==> config.mk <==
export PLATFORM = sky130hd
export DESIGN_NAME = bsw_stopwatch
export DESIGN_NICKNAME = d
export VERILOG_FILES = /design/src/bsw_pkg.sv /design/src/bsw_stopwatch.sv
export SDC_FILE = /design/constraint.sdc
export NUM_CORES = 1
export LEC_CHECK = 0
export BUFFER_PORTS_ARGS = -buffer_cell sky130_fd_sc_hd__clkbuf_2
export CAP_MARGIN = 0
export CORE_UTILIZATION = 41
export DETAILED_ROUTE_END_ITERATION = 10
export GPL_ROUTABILITY_DRIVEN = 0
export PLACE_DENSITY = 0.64
export SLEW_MARGIN = 15
export SYNTH_ARGS = -nofsm -noshare
export SYNTH_HDL_FRONTEND = slang
export SYNTH_SLANG_ARGS = --single-unit
==> constraint.sdc <==
create_clock -name REF_CLK -period 2.1 [get_ports REF_CLK]
set_clock_uncertainty 0.1 [all_clocks]
set_input_delay 0 -clock REF_CLK [delete_from_list [all_inputs] [get_ports REF_CLK]]
set_output_delay 0 -clock REF_CLK [all_outputs]
set_load 0.02 [all_outputs]
==> src/bsw_pkg.sv <==
package bsw_pkg;
   // ************************************************************
   // Register map (byte addresses; level/enables and control/count pairs each share one aligned word)
   // ************************************************************
   localparam logic [15:0] ADDR_LEVEL_SELECT = 16'hff20;
   localparam logic [15:0] ADDR_ENABLES = 16'hff22;
   localparam logic [15:0] ADDR_FLAGS = 16'hff24;
   localparam logic [15:0] ADDR_CONTROL = 16'hff42;
   localparam logic [15:0] ADDR_COUNT = 16'hff43;
   // ************************************************************
   // Field positions
   // ************************************************************
   localparam int RUN_BIT = 0;
   localparam int CLEAR_BIT = 1;
   localparam int LEVEL_LO = 2;
   localparam int LEVEL_HI = 3;
   localparam int ONE_HZ_BIT = 4;
   localparam int TEN_HZ_BIT = 5;
   localparam int HUNDRED_HZ_BIT = 6;
   // ************************************************************
   // Reset values and timing
   // ************************************************************
   localparam logic [7:0] COUNT_RESET = 8'h00;
   localparam logic [1:0] LEVEL_RESET = 2'h0;
   localparam logic [2:0] ENABLE_RESET = 3'h0;
   localparam logic [2:0] FLAG_RESET = 3'h0;
   localparam logic [3:0] BCD_MAX = 4'h9;
   localparam int CLK_HZ = 200000000;
   localparam int TICK_HZ = 256;
   localparam int TICK_CYCLES = CLK_HZ / TICK_HZ;
   localparam logic [1:0] DIV_SHORT = 2'h2;
   localparam logic [1:0] DIV_LONG = 2'h3;
endpackage

==> src/bsw_stopwatch.sv <==
`timescale 1ns/1ps
// Notes on behaviour
// Count register: low nibble hundredths, high nibble tenths, both BCD.
// Count register is read-only; writes leave the count untouched.
// Reset clears both count digits.
// Writing one to the clear bit clears both digits.
// Writing zero to clear does nothing; clear bit reads zero.
// Clear while running resumes counting from zero at once.
// Clear while stopped holds zero until restarted.
// Run bit starts counting at one, stops at zero, reads back.
// Stopped count holds; restart continues from held value.
// Run bit resets to zero.
// Bits 3:2 select stopwatch interrupt level 0..3; 0 means none.
// Level field resets to zero.
// Bits 4,5,6 enable the 1, 10, 100 Hz interrupts.
// Enables reset to zero.
// Flags read one on event, cleared by writing one, reset zero.
// 256 Hz divided to 100 Hz by alternating 2 and 3 tick gaps.
// Flags set on falling edge of each rate, regardless of enables.
// Request only when flag, enable set and level above CPU level.
// Run/stop acts on next 256 Hz tick; run reads one until stopped.
// Request presented with its level, held until flag or enable cleared or level no longer above CPU level.
module bsw_stopwatch #(
   parameter int TICK_DIV = bsw_pkg::TICK_CYCLES
) (
   input wire logic REF_CLK,
   input wire logic NRST,
   input wire logic PSEL,
   input wire logic PENABLE,
   input wire logic PWRITE,
   input wire logic [15:0] PADDR,
   input wire logic [31:0] PWDATA,
   input wire logic [1:0] CPU_LEVEL,
   output logic [31:0] PRDATA,
   output logic PREADY,
   output logic PSLVERR,
   output logic IRQ_REQ,
   output logic [1:0] IRQ_LEVEL
);
   // ************************************************************
   // Bus decode
   // ************************************************************
   function automatic logic hit(input logic [15:0] a, input logic [15:0] r);
      hit = (a[15:2] == r[15:2]);
   endfunction

   logic setup_w;
   logic wr_w;
   logic rd_w;
   logic wr_ctrl;
   logic wr_lvl;
   logic wr_en;
   logic wr_flag;
   logic mapped;
   logic pready_r;
   logic pslverr_r;
   logic [31:0] prdata_r;
   logic [31:0] rd_nxt;

   // Zero-wait slave: access phase completes in its first cycle
   assign setup_w = PSEL && !PENABLE;
   assign wr_w = PSEL && PENABLE && PWRITE && pready_r;
   assign rd_w = setup_w && !PWRITE;
   // 0xff42 and 0xff43 share a word; control in lane 0, count in lane 1
   assign wr_ctrl = wr_w && hit(PADDR, bsw_pkg::ADDR_CONTROL);
   assign wr_lvl = wr_w && hit(PADDR, bsw_pkg::ADDR_LEVEL_SELECT);
   // Enables share the level word; lane 2 carries them, as the read mux shows
   assign wr_en = wr_w && hit(PADDR, bsw_pkg::ADDR_ENABLES);
   assign wr_flag = wr_w && hit(PADDR, bsw_pkg::ADDR_FLAGS);
   assign mapped = hit(PADDR, bsw_pkg::ADDR_LEVEL_SELECT) || hit(PADDR, bsw_pkg::ADDR_FLAGS)
      || hit(PADDR, bsw_pkg::ADDR_CONTROL);

   // ************************************************************
   // 256 Hz tick
   // ************************************************************
   logic [31:0] pre_r;
   logic tick;
   always_ff @(posedge REF_CLK or negedge NRST) begin
      if (!NRST) begin
         pre_r <= 32'h0;
      end else if (pre_r == 32'(TICK_DIV - 1)) begin
         pre_r <= 32'h0;
      end else begin
         pre_r <= pre_r + 32'h1;
      end
   end
   assign tick = (pre_r == 32'(TICK_DIV - 1));

   // ************************************************************
   // Run control
   // ************************************************************
   logic run_req_r;
   logic running_r;
   always_ff @(posedge REF_CLK or negedge NRST) begin
      if (!NRST) begin
         run_req_r <= 1'b0;
      end else if (wr_ctrl) begin
         run_req_r <= PWDATA[bsw_pkg::RUN_BIT];
      end
   end
   always_ff @(posedge REF_CLK or negedge NRST) begin
      if (!NRST) begin
         running_r <= 1'b0;
      end else if (tick) begin
         running_r <= run_req_r;
      end
   end

   // ************************************************************
   // Divider and BCD counter
   // ************************************************************
   logic [1:0] div_r;
   logic alt_r;
   logic [3:0] hund_r;
   logic [3:0] tenth_r;
   logic clr;
   logic step;
   logic p100;
   logic p10;
   logic p1;
   assign clr = wr_ctrl && PWDATA[bsw_pkg::CLEAR_BIT];
   assign step = tick && running_r;
   // Divider pulse marks the falling edge of the 100 Hz signal
   assign p100 = step && (div_r == (alt_r ? bsw_pkg::DIV_LONG : bsw_pkg::DIV_SHORT) - 2'h1);
   assign p10 = p100 && hund_r == bsw_pkg::BCD_MAX;
   assign p1 = p10 && tenth_r == bsw_pkg::BCD_MAX;

   always_ff @(posedge REF_CLK or negedge NRST) begin
      if (!NRST) begin
         div_r <= 2'h0;
         alt_r <= 1'b0;
      end else if (clr) begin
         div_r <= 2'h0;
         alt_r <= 1'b0;
      end else if (p100) begin
         div_r <= 2'h0;
         alt_r <= !alt_r;
      end else if (step) begin
         div_r <= div_r + 2'h1;
      end
   end

   always_ff @(posedge REF_CLK or negedge NRST) begin
      if (!NRST) begin
         hund_r <= bsw_pkg::COUNT_RESET[3:0];
         tenth_r <= bsw_pkg::COUNT_RESET[7:4];
      end else if (clr) begin
         hund_r <= 4'h0;
         tenth_r <= 4'h0;
      end else if (p100) begin
         hund_r <= p10 ? 4'h0 : hund_r + 4'h1;
         if (p10) begin
            tenth_r <= p1 ? 4'h0 : tenth_r + 4'h1;
         end
      end
   end

   // ************************************************************
   // Level, enables, flags
   // ************************************************************
   logic [1:0] level_r;
   logic [2:0] en_r;
   logic [2:0] flag_r;
   logic [2:0] ev;
   logic [2:0] w1c;
   assign ev = {p100, p10, p1};
   assign w1c = wr_flag ? PWDATA[bsw_pkg::HUNDRED_HZ_BIT:bsw_pkg::ONE_HZ_BIT] : 3'h0;

   always_ff @(posedge REF_CLK or negedge NRST) begin
      if (!NRST) begin
         level_r <= bsw_pkg::LEVEL_RESET;
      end else if (wr_lvl) begin
         level_r <= PWDATA[bsw_pkg::LEVEL_HI:bsw_pkg::LEVEL_LO];
      end
   end
   always_ff @(posedge REF_CLK or negedge NRST) begin
      if (!NRST) begin
         en_r <= bsw_pkg::ENABLE_RESET;
      end else if (wr_en) begin
         en_r <= PWDATA[16 + bsw_pkg::HUNDRED_HZ_BIT:16 + bsw_pkg::ONE_HZ_BIT];
      end
   end
   // Set wins over a simultaneous clear so no event is lost
   always_ff @(posedge REF_CLK or negedge NRST) begin
      if (!NRST) begin
         flag_r <= bsw_pkg::FLAG_RESET;
      end else begin
         flag_r <= ev | (flag_r & ~w1c);
      end
   end

   // ************************************************************
   // Interrupt request
   // ************************************************************
   logic irq_r;
   logic [1:0] irq_lvl_r;
   always_ff @(posedge REF_CLK or negedge NRST) begin
      if (!NRST) begin
         irq_r <= 1'b0;
         irq_lvl_r <= 2'h0;
      end else begin
         irq_r <= |(flag_r & en_r) && level_r > CPU_LEVEL;
         irq_lvl_r <= level_r;
      end
   end
   assign IRQ_REQ = irq_r;
   assign IRQ_LEVEL = irq_lvl_r;

   // ************************************************************
   // Read mux and bus answer
   // ************************************************************
   always_comb begin
      rd_nxt = 32'h0;
      if (hit(PADDR, bsw_pkg::ADDR_LEVEL_SELECT)) begin
         rd_nxt[bsw_pkg::LEVEL_HI:bsw_pkg::LEVEL_LO] = level_r;
         rd_nxt[16 + bsw_pkg::HUNDRED_HZ_BIT:16 + bsw_pkg::ONE_HZ_BIT] = en_r;
      end else if (hit(PADDR, bsw_pkg::ADDR_FLAGS)) begin
         rd_nxt[bsw_pkg::HUNDRED_HZ_BIT:bsw_pkg::ONE_HZ_BIT] = flag_r;
      end else if (hit(PADDR, bsw_pkg::ADDR_CONTROL)) begin
         // Run reads one until counting has really stopped
         rd_nxt[bsw_pkg::RUN_BIT] = run_req_r || running_r;
         rd_nxt[15:8] = {tenth_r, hund_r};
      end
   end
   always_ff @(posedge REF_CLK or negedge NRST) begin
      if (!NRST) begin
         prdata_r <= 32'h0;
         pready_r <= 1'b0;
         pslverr_r <= 1'b0;
      end else begin
         pready_r <= setup_w;
         pslverr_r <= setup_w && !mapped;
         if (rd_w) begin
            prdata_r <= rd_nxt;
         end
      end
   end
   assign PRDATA = prdata_r;
   assign PREADY = pready_r;
   assign PSLVERR = pslverr_r;

   // ************************************************************
   // Checks
   // ************************************************************
   a_count_write_ignored: assert property (@(posedge REF_CLK) disable iff (!NRST)
      wr_w && hit(PADDR, bsw_pkg::ADDR_COUNT) && !clr && !p100 |=> $stable({tenth_r, hund_r}))
      else $error("count changed by write");

   a_clear_zeroes: assert property (@(posedge REF_CLK) disable iff (!NRST)
      clr |=> hund_r == 4'h0 && tenth_r == 4'h0)
      else $error("clear failed");

   a_stopped_hold: assert property (@(posedge REF_CLK) disable iff (!NRST)
      !running_r && !clr |=> $stable({tenth_r, hund_r}))
      else $error("count moved while stopped");

   a_run_on_tick: assert property (@(posedge REF_CLK) disable iff (!NRST)
      !tick |=> running_r == $past(running_r))
      else $error("run changed off tick");

   a_bcd_range: assert property (@(posedge REF_CLK) disable iff (!NRST)
      hund_r <= bsw_pkg::BCD_MAX && tenth_r <= bsw_pkg::BCD_MAX)
      else $error("digit out of BCD range");

   a_flag_set: assert property (@(posedge REF_CLK) disable iff (!NRST)
      p10 |=> flag_r[1])
      else $error("10 Hz flag not set");

   a_flag_clear: assert property (@(posedge REF_CLK) disable iff (!NRST)
      flag_r[0] && w1c[0] && !p1 |=> !flag_r[0])
      else $error("flag not cleared");

   a_irq_gate: assert property (@(posedge REF_CLK) disable iff (!NRST)
      IRQ_REQ |-> $past(|(flag_r & en_r)) && $past(level_r) > $past(CPU_LEVEL))
      else $error("request without cause");

   a_div_gap: assert property (@(posedge REF_CLK) disable iff (!NRST)
      p100 |-> div_r <= 2'h2)
      else $error("divider gap too long");

   // ************************************************************
   // Counter, register and request checks
   // ************************************************************
   a_hund_flag_set: assert property (@(posedge REF_CLK) disable iff (!NRST)
      p100 |=> flag_r[2])
      else $error("100 Hz flag not set");

   a_one_flag_set: assert property (@(posedge REF_CLK) disable iff (!NRST)
      p1 |=> flag_r[0])
      else $error("1 Hz flag not set");

   a_clear_reads_zero: assert property (@(posedge REF_CLK) disable iff (!NRST)
      rd_nxt[bsw_pkg::CLEAR_BIT] == 1'b0)
      else $error("clear bit read as one");

   a_run_follows_req: assert property (@(posedge REF_CLK) disable iff (!NRST)
      tick |=> running_r == $past(run_req_r))
      else $error("run not taken at tick");

   a_run_readback: assert property (@(posedge REF_CLK) disable iff (!NRST)
      wr_ctrl |=> run_req_r == $past(PWDATA[bsw_pkg::RUN_BIT]))
      else $error("run bit not stored");

   a_level_write: assert property (@(posedge REF_CLK) disable iff (!NRST)
      wr_lvl |=> level_r == $past(PWDATA[bsw_pkg::LEVEL_HI:bsw_pkg::LEVEL_LO]))
      else $error("level not stored");

   a_enable_write: assert property (@(posedge REF_CLK) disable iff (!NRST)
      wr_en |=> en_r == $past(PWDATA[16 + bsw_pkg::HUNDRED_HZ_BIT:16 + bsw_pkg::ONE_HZ_BIT]))
      else $error("enables not stored");

   a_irq_level_out: assert property (@(posedge REF_CLK) disable iff (!NRST)
      1'b1 |=> IRQ_LEVEL == $past(level_r))
      else $error("request level wrong");

   a_irq_needs_level: assert property (@(posedge REF_CLK) disable iff (!NRST)
      IRQ_REQ |-> IRQ_LEVEL != 2'h0)
      else $error("request at level zero");

   a_irq_off_disabled: assert property (@(posedge REF_CLK) disable iff (!NRST)
      (flag_r & en_r) == 3'h0 |=> !IRQ_REQ)
      else $error("request with no enabled flag");

   a_hund_step: assert property (@(posedge REF_CLK) disable iff (!NRST)
      p100 && !p10 && !clr |=> hund_r == $past(hund_r) + 4'h1)
      else $error("hundredths did not step");

   a_tenth_step: assert property (@(posedge REF_CLK) disable iff (!NRST)
      p10 && !p1 && !clr |=> tenth_r == $past(tenth_r) + 4'h1)
      else $error("tenths did not step");

   a_wrap_zero: assert property (@(posedge REF_CLK) disable iff (!NRST)
      p1 && !clr |=> hund_r == 4'h0 && tenth_r == 4'h0)
      else $error("count did not wrap");

   a_div_short: assert property (@(posedge REF_CLK) disable iff (!NRST)
      p100 && !alt_r |-> div_r == 2'h1)
      else $error("short gap wrong");

   a_div_long: assert property (@(posedge REF_CLK) disable iff (!NRST)
      p100 && alt_r |-> div_r == 2'h2)
      else $error("long gap wrong");

   a_flag_hold: assert property (@(posedge REF_CLK) disable iff (!NRST)
      ev == 3'h0 && w1c == 3'h0 |=> flag_r == $past(flag_r))
      else $error("flag changed without cause");
endmodule

Yosys cells after proc, flatten, opt, wreduce, memory -nomap -nowiden
Index checks and enable logic that the tools add are counted.
{ "classes": {"mux": 25, "bitwise": 4, "n_eq_ne": 7, "n_addsub": 5, "n_lt_le_gt_ge": 1, "reduce_logical": 27} }
{ "ops": {"columns": ["operator", "n"], "rows": [
  ["14-bit == test (second input constant)", 3],
  ["32-bit by 1-bit adder with 32-bit output (second input constant)", 1],
  ["32-bit by 20-bit == test with 1-bit output (second input constant)", 1],
  ["32-bit 2-to-1 mux", 1],
  ["4-bit 2-to-1 mux", 7],
  ["8-bit 2-to-1 mux", 3],
  ["1-bit logical AND", 15],
  ["3-bit 2-to-1 mux", 4],
  ["4-bit by 1-bit adder with 4-bit output (second input constant)", 2],
  ["4-bit == test (second input constant)", 2],
  ["2-bit 2-to-1 mux", 4],
  ["3-bit bitwise AND", 2],
  ["1-bit 2-to-1 mux", 6],
  ["1-bit logical NOT", 4],
  ["2-bit nonzero test", 2],
  ["1-bit logical OR", 3],
  ["3-bit NOT", 1],
  ["3-bit OR", 1],
  ["3-bit nonzero test", 1],
  ["3-bit OR reduction", 1],
  ["2-bit by 1-bit adder with 2-bit output (second input constant)", 1],
  ["2-bit == test", 1],
  ["2-bit > comparator", 1],
  ["2-bit AND reduction", 1],
  ["2-bit by 1-bit subtractor with 2-bit output (second input constant)", 1]
]} }
{ "word_totals": {"ff_bits": 75, "elab_cells": 84, "input_bits": 55} }

Depth between registers and ports, before layout
{ "logic_depth": {"word_depth": 10, "ltp_mapped": 8} }

Least setup slack after synthesis
No wires, ideal clock.
{ "synth_timing": {"path_kind": "reg-to-reg", "start": "reg pre_r[1]", "end": "reg div_r[1]", "path_slack_ps": -70, "t_arrival_ps": 1993, "stages_incl_launch_ff": 9, "setup_time_ps": 77, "n_path_buf": 1, "t_required_ps": 1923, "path_cell_list": "dfrtp_1 > inv_1 > ha_1 > nor4b_2 > nand4_1 > or3_1 > buf_2 > or4_1 > a21oi_1"} }
{ "synth_between": {"elab_chain_len": 5, "elab_cells_between_ends": 6, "classes_between": "1 x eq/ne; 2 x mux; 3 x reduce/logical"} }
{ "synth_rtl": {"columns": ["item", "line_no", "text"], "rows": [
  ["from (decl)", "bsw_stopwatch.sv:76", "logic [31:0] pre_r;"],
  ["from (signal assigned)", "bsw_stopwatch.sv:84", "pre_r <= pre_r + 32'h1;"],
  ["32-bit by 20-bit == test with 1-bit output *", "bsw_stopwatch.sv:87", "assign tick = (pre_r == 32'(TICK_DIV - 1));"],
  ["1-bit logical AND *", "bsw_stopwatch.sv:122", "assign step = tick && running_r;"],
  ["1-bit logical AND", "bsw_stopwatch.sv:124", "assign p100 = step && (div_r == (alt_r ? bsw_pkg::DIV_LONG : bsw_pkg::DIV_SHORT) - 2'h1);"],
  ["2-bit 2-to-1 mux", "bsw_stopwatch.sv:135", "end else if (p100) begin"],
  ["2-bit 2-to-1 mux", "bsw_stopwatch.sv:132", "end else if (clr) begin"],
  ["to (signal assigned)", "bsw_stopwatch.sv:139", "div_r <= div_r + 2'h1;"],
  ["to (decl)", "bsw_stopwatch.sv:112", "logic [1:0] div_r;"]
]} }
Every way passes the cells marked *; elsewhere a longest branch is shown, timed or not.
A chain may end at the register's enable or synchronous reset.

Worst setup path after layout
Same ends and word-level chain as after synthesis.

==> run metrics <==
P per Cell Area roughly 560 mW/mm2; startpoint types register; initial antenna violation count 0; Fin. Hold Viols 0; RSZ-0062 raised after global routing yes; number of I/O pins 92; Total GRT Usage 17.8%; first-pass detailed-route iteration total 4; CTS Sinks 75; Fin Hold WS 0.0281 ns; CTS root buf clkbuf_8; sequential share of the synthesized area 51.5%; core area approximately 0.0087 mm2; reg2reg start pre_r[1]; max_cap viols 0; #FFs+latches synth 75; Nets 527; Synth cell types 43; number of global-route vias before repair between 2000 and 3000; detailed-placement wirelength estimate between 5000 and 6000 um; initial DRC count about 100; Gate Count Post-Synth between 300 and 400; Fmax about 0.49 GHz; fill count between 800 and 900; die width 96.2 um; Arr. time, crit path approximately 2.2 ns; syn avg cell area between 10 and 15 um2; launch point of the critical path pre_r[1]; largest net degree at the start of global routing 50; Cell Area, Synth 0.00364 mm2; worst hold path type in2reg; minimum clock period 2.03 ns; CP Capture Type register; Congestion Overflow GR 0; pins over their slew limit 0; number of diodes 0; TritonCTS clock tree built; Leakage approximately 2.3 nW; post-layout util around 53%; Ys Warns 0; Tcrit/Tclk final 96.4%; Final setup viols 0; Routed WL roughly 7800 um; Area Overhead vs Synth 26.8%; Setup TNS 0 ns; die area 0.00926 mm2; Vias 2905; residual DRC count 0; H-tree Lvls 3; predominant post-synthesis flop cell dfrtp_1; Starting Density approximately two fifths; CP Data Required Time 2.27 ns; first-pass GRT wire length between 10000 and 15000 um; most common cell after layout, fill and taps aside dfrtp_1; post-route ant nets 0; CTS clk-pin slew, worst paths about 0.08 ns; layout cell share with drive strength beyond 1 roughly a quarter; number of synthesized flops with an enable pin 0; commonest cells after routing, fill and taps aside dfrtp_1 (75), clkbuf_2 (51), nand2_1 (41); Clk Latency, worst-skew pair about 0.34 ns; Worst VDD drop between 0.2 and 0.3 mV; top fanout value on the critical path 2; TritonCTS Buffers 9; CTS Buffer Depth 2; IO Port Bufs 52; die height between 90 and 100 um; CP Class reg2reg; Via density ~5; Routed WL per cell roughly 13 um; status finished, final reports clean; row cnt 34; slew margin rel. a little under three fifths; hold_sp PADDR[2]; fraction of registers with async set/reset 100%; Worst-Margin Slew approximately 0.67 ns
## report_power, final
part	total (mW)	switching (mW)	internal [mW]
logic	0.130	0.0820	0.0484
registers	1.45	0.000824	1.45
clock network	1.01	0.516	0.490
## critical path, cell delays in order (launching register included)
cell	delay, ns
dfrtp_1	0.39
inv_2	0.06
ha_4	0.11
nor4b_4	0.18
nand4_1	0.16
or3_1	0.39
or4_1	0.42
a21oi_2	0.14
## registers in the layout, summed over array words and instances, names as in the netlist, 2 cells and up
register and cells:
pre_r 32, PRDATA 17, hund_r 4, tenth_r 4, en_r 3, flag_r 3
IRQ_LEVEL 2, div_r 2, level_r 2
## layer usage
metal	vias to the layer above	wire, um	GRT usage (%)
li1	1438	-	-
met1	1399	3500	22.2
met2	56	3900	30.4
met3	12	238	4.19
met4	0	118	5.72
met5	-	0	0
## per-stage QoR
| stage | cells | power [mW] | area [um2] | worst slack, ns |
|---|---|---|---|---|
| after floorplan | 378 | 1.54 | 3690 | 0.00426 |
| after global placement | 543 | 1.58 | 4180 | 0.0638 |
| after detailed placement | 543 | 1.59 | 4180 | -0.0449 |
| final | 577 | 2.58 | 4620 | 0.0747 |
| after global routing | 577 | 2.69 | 4620 | -0.0308 |
| after CTS | 576 | 2.61 | 4540 | 0.0146 |
## kinds of logic after synthesis
family | Yosys count | share of synthesized area [%]
fa+ha+maj | 8 | 2.75
flops | 75 | 51.5
buf+inv | 39 | 5.60
mux | 13 | 3.81
other cells | 1 | 0.103
compound gates | 41 | 7.18
simple gates | 160 | 22.5
xor+xnor | 27 | 6.49
## synthesized netlist by cell type, drive strengths merged (5+ instances only)
library cell,n,share of area [%]
o21ai,21,2.9
mux2i,6,1.6
ha,8,2.7
xnor2,12,2.9
buf,16,3.2
nand3,19,2.6
inv,14,1.4
dfrtp,75,52
clkbuf,9,0.93
mux2,7,2.2
nor2,40,4.1
nor3,5,0.69
nor4,9,1.5
nand4,14,2.4
a22o,9,2.2
nand2,41,4.2
and3,7,1.2
xor2,15,3.6
## worst paths after layout
kind	end	slack (ns)	cells past startpoint
setup reg to reg	div_r[1]	0.07	7
setup / recovery	div_r[1]	0.07	7
min in group asynchronous	PSLVERR	0.14	2
hold / removal	PRDATA[4]	0.03	4
max in group asynchronous	pre_r[20]	1.06	3
hold reg to reg	IRQ_LEVEL[0]	0.33	0
## layout make-up
class / count / area [um2] / share of cell area (%)
inverter: 14 / 52.6 / 1.14
clock inverter: 4 / 25.0 / 0.542
tap: 108 / 135 / 2.93
multi-input combinational: 264 / 1690 / 36.7
sequential: 75 / 1880 / 40.7
timing repair buffer: 100 / 679 / 14.7
clock buffer: 12 / 155 / 3.36
## timing repair
action,in CTS,in global routing
gates resized for setup,2,13
pin swaps,0,5
hold buffers,17,0
endpoints found under the setup margin,3,7
endpoints found under the hold margin,38,0
setup buffers,0,1
No activity file was read; power rests on OpenSTA's default activity.
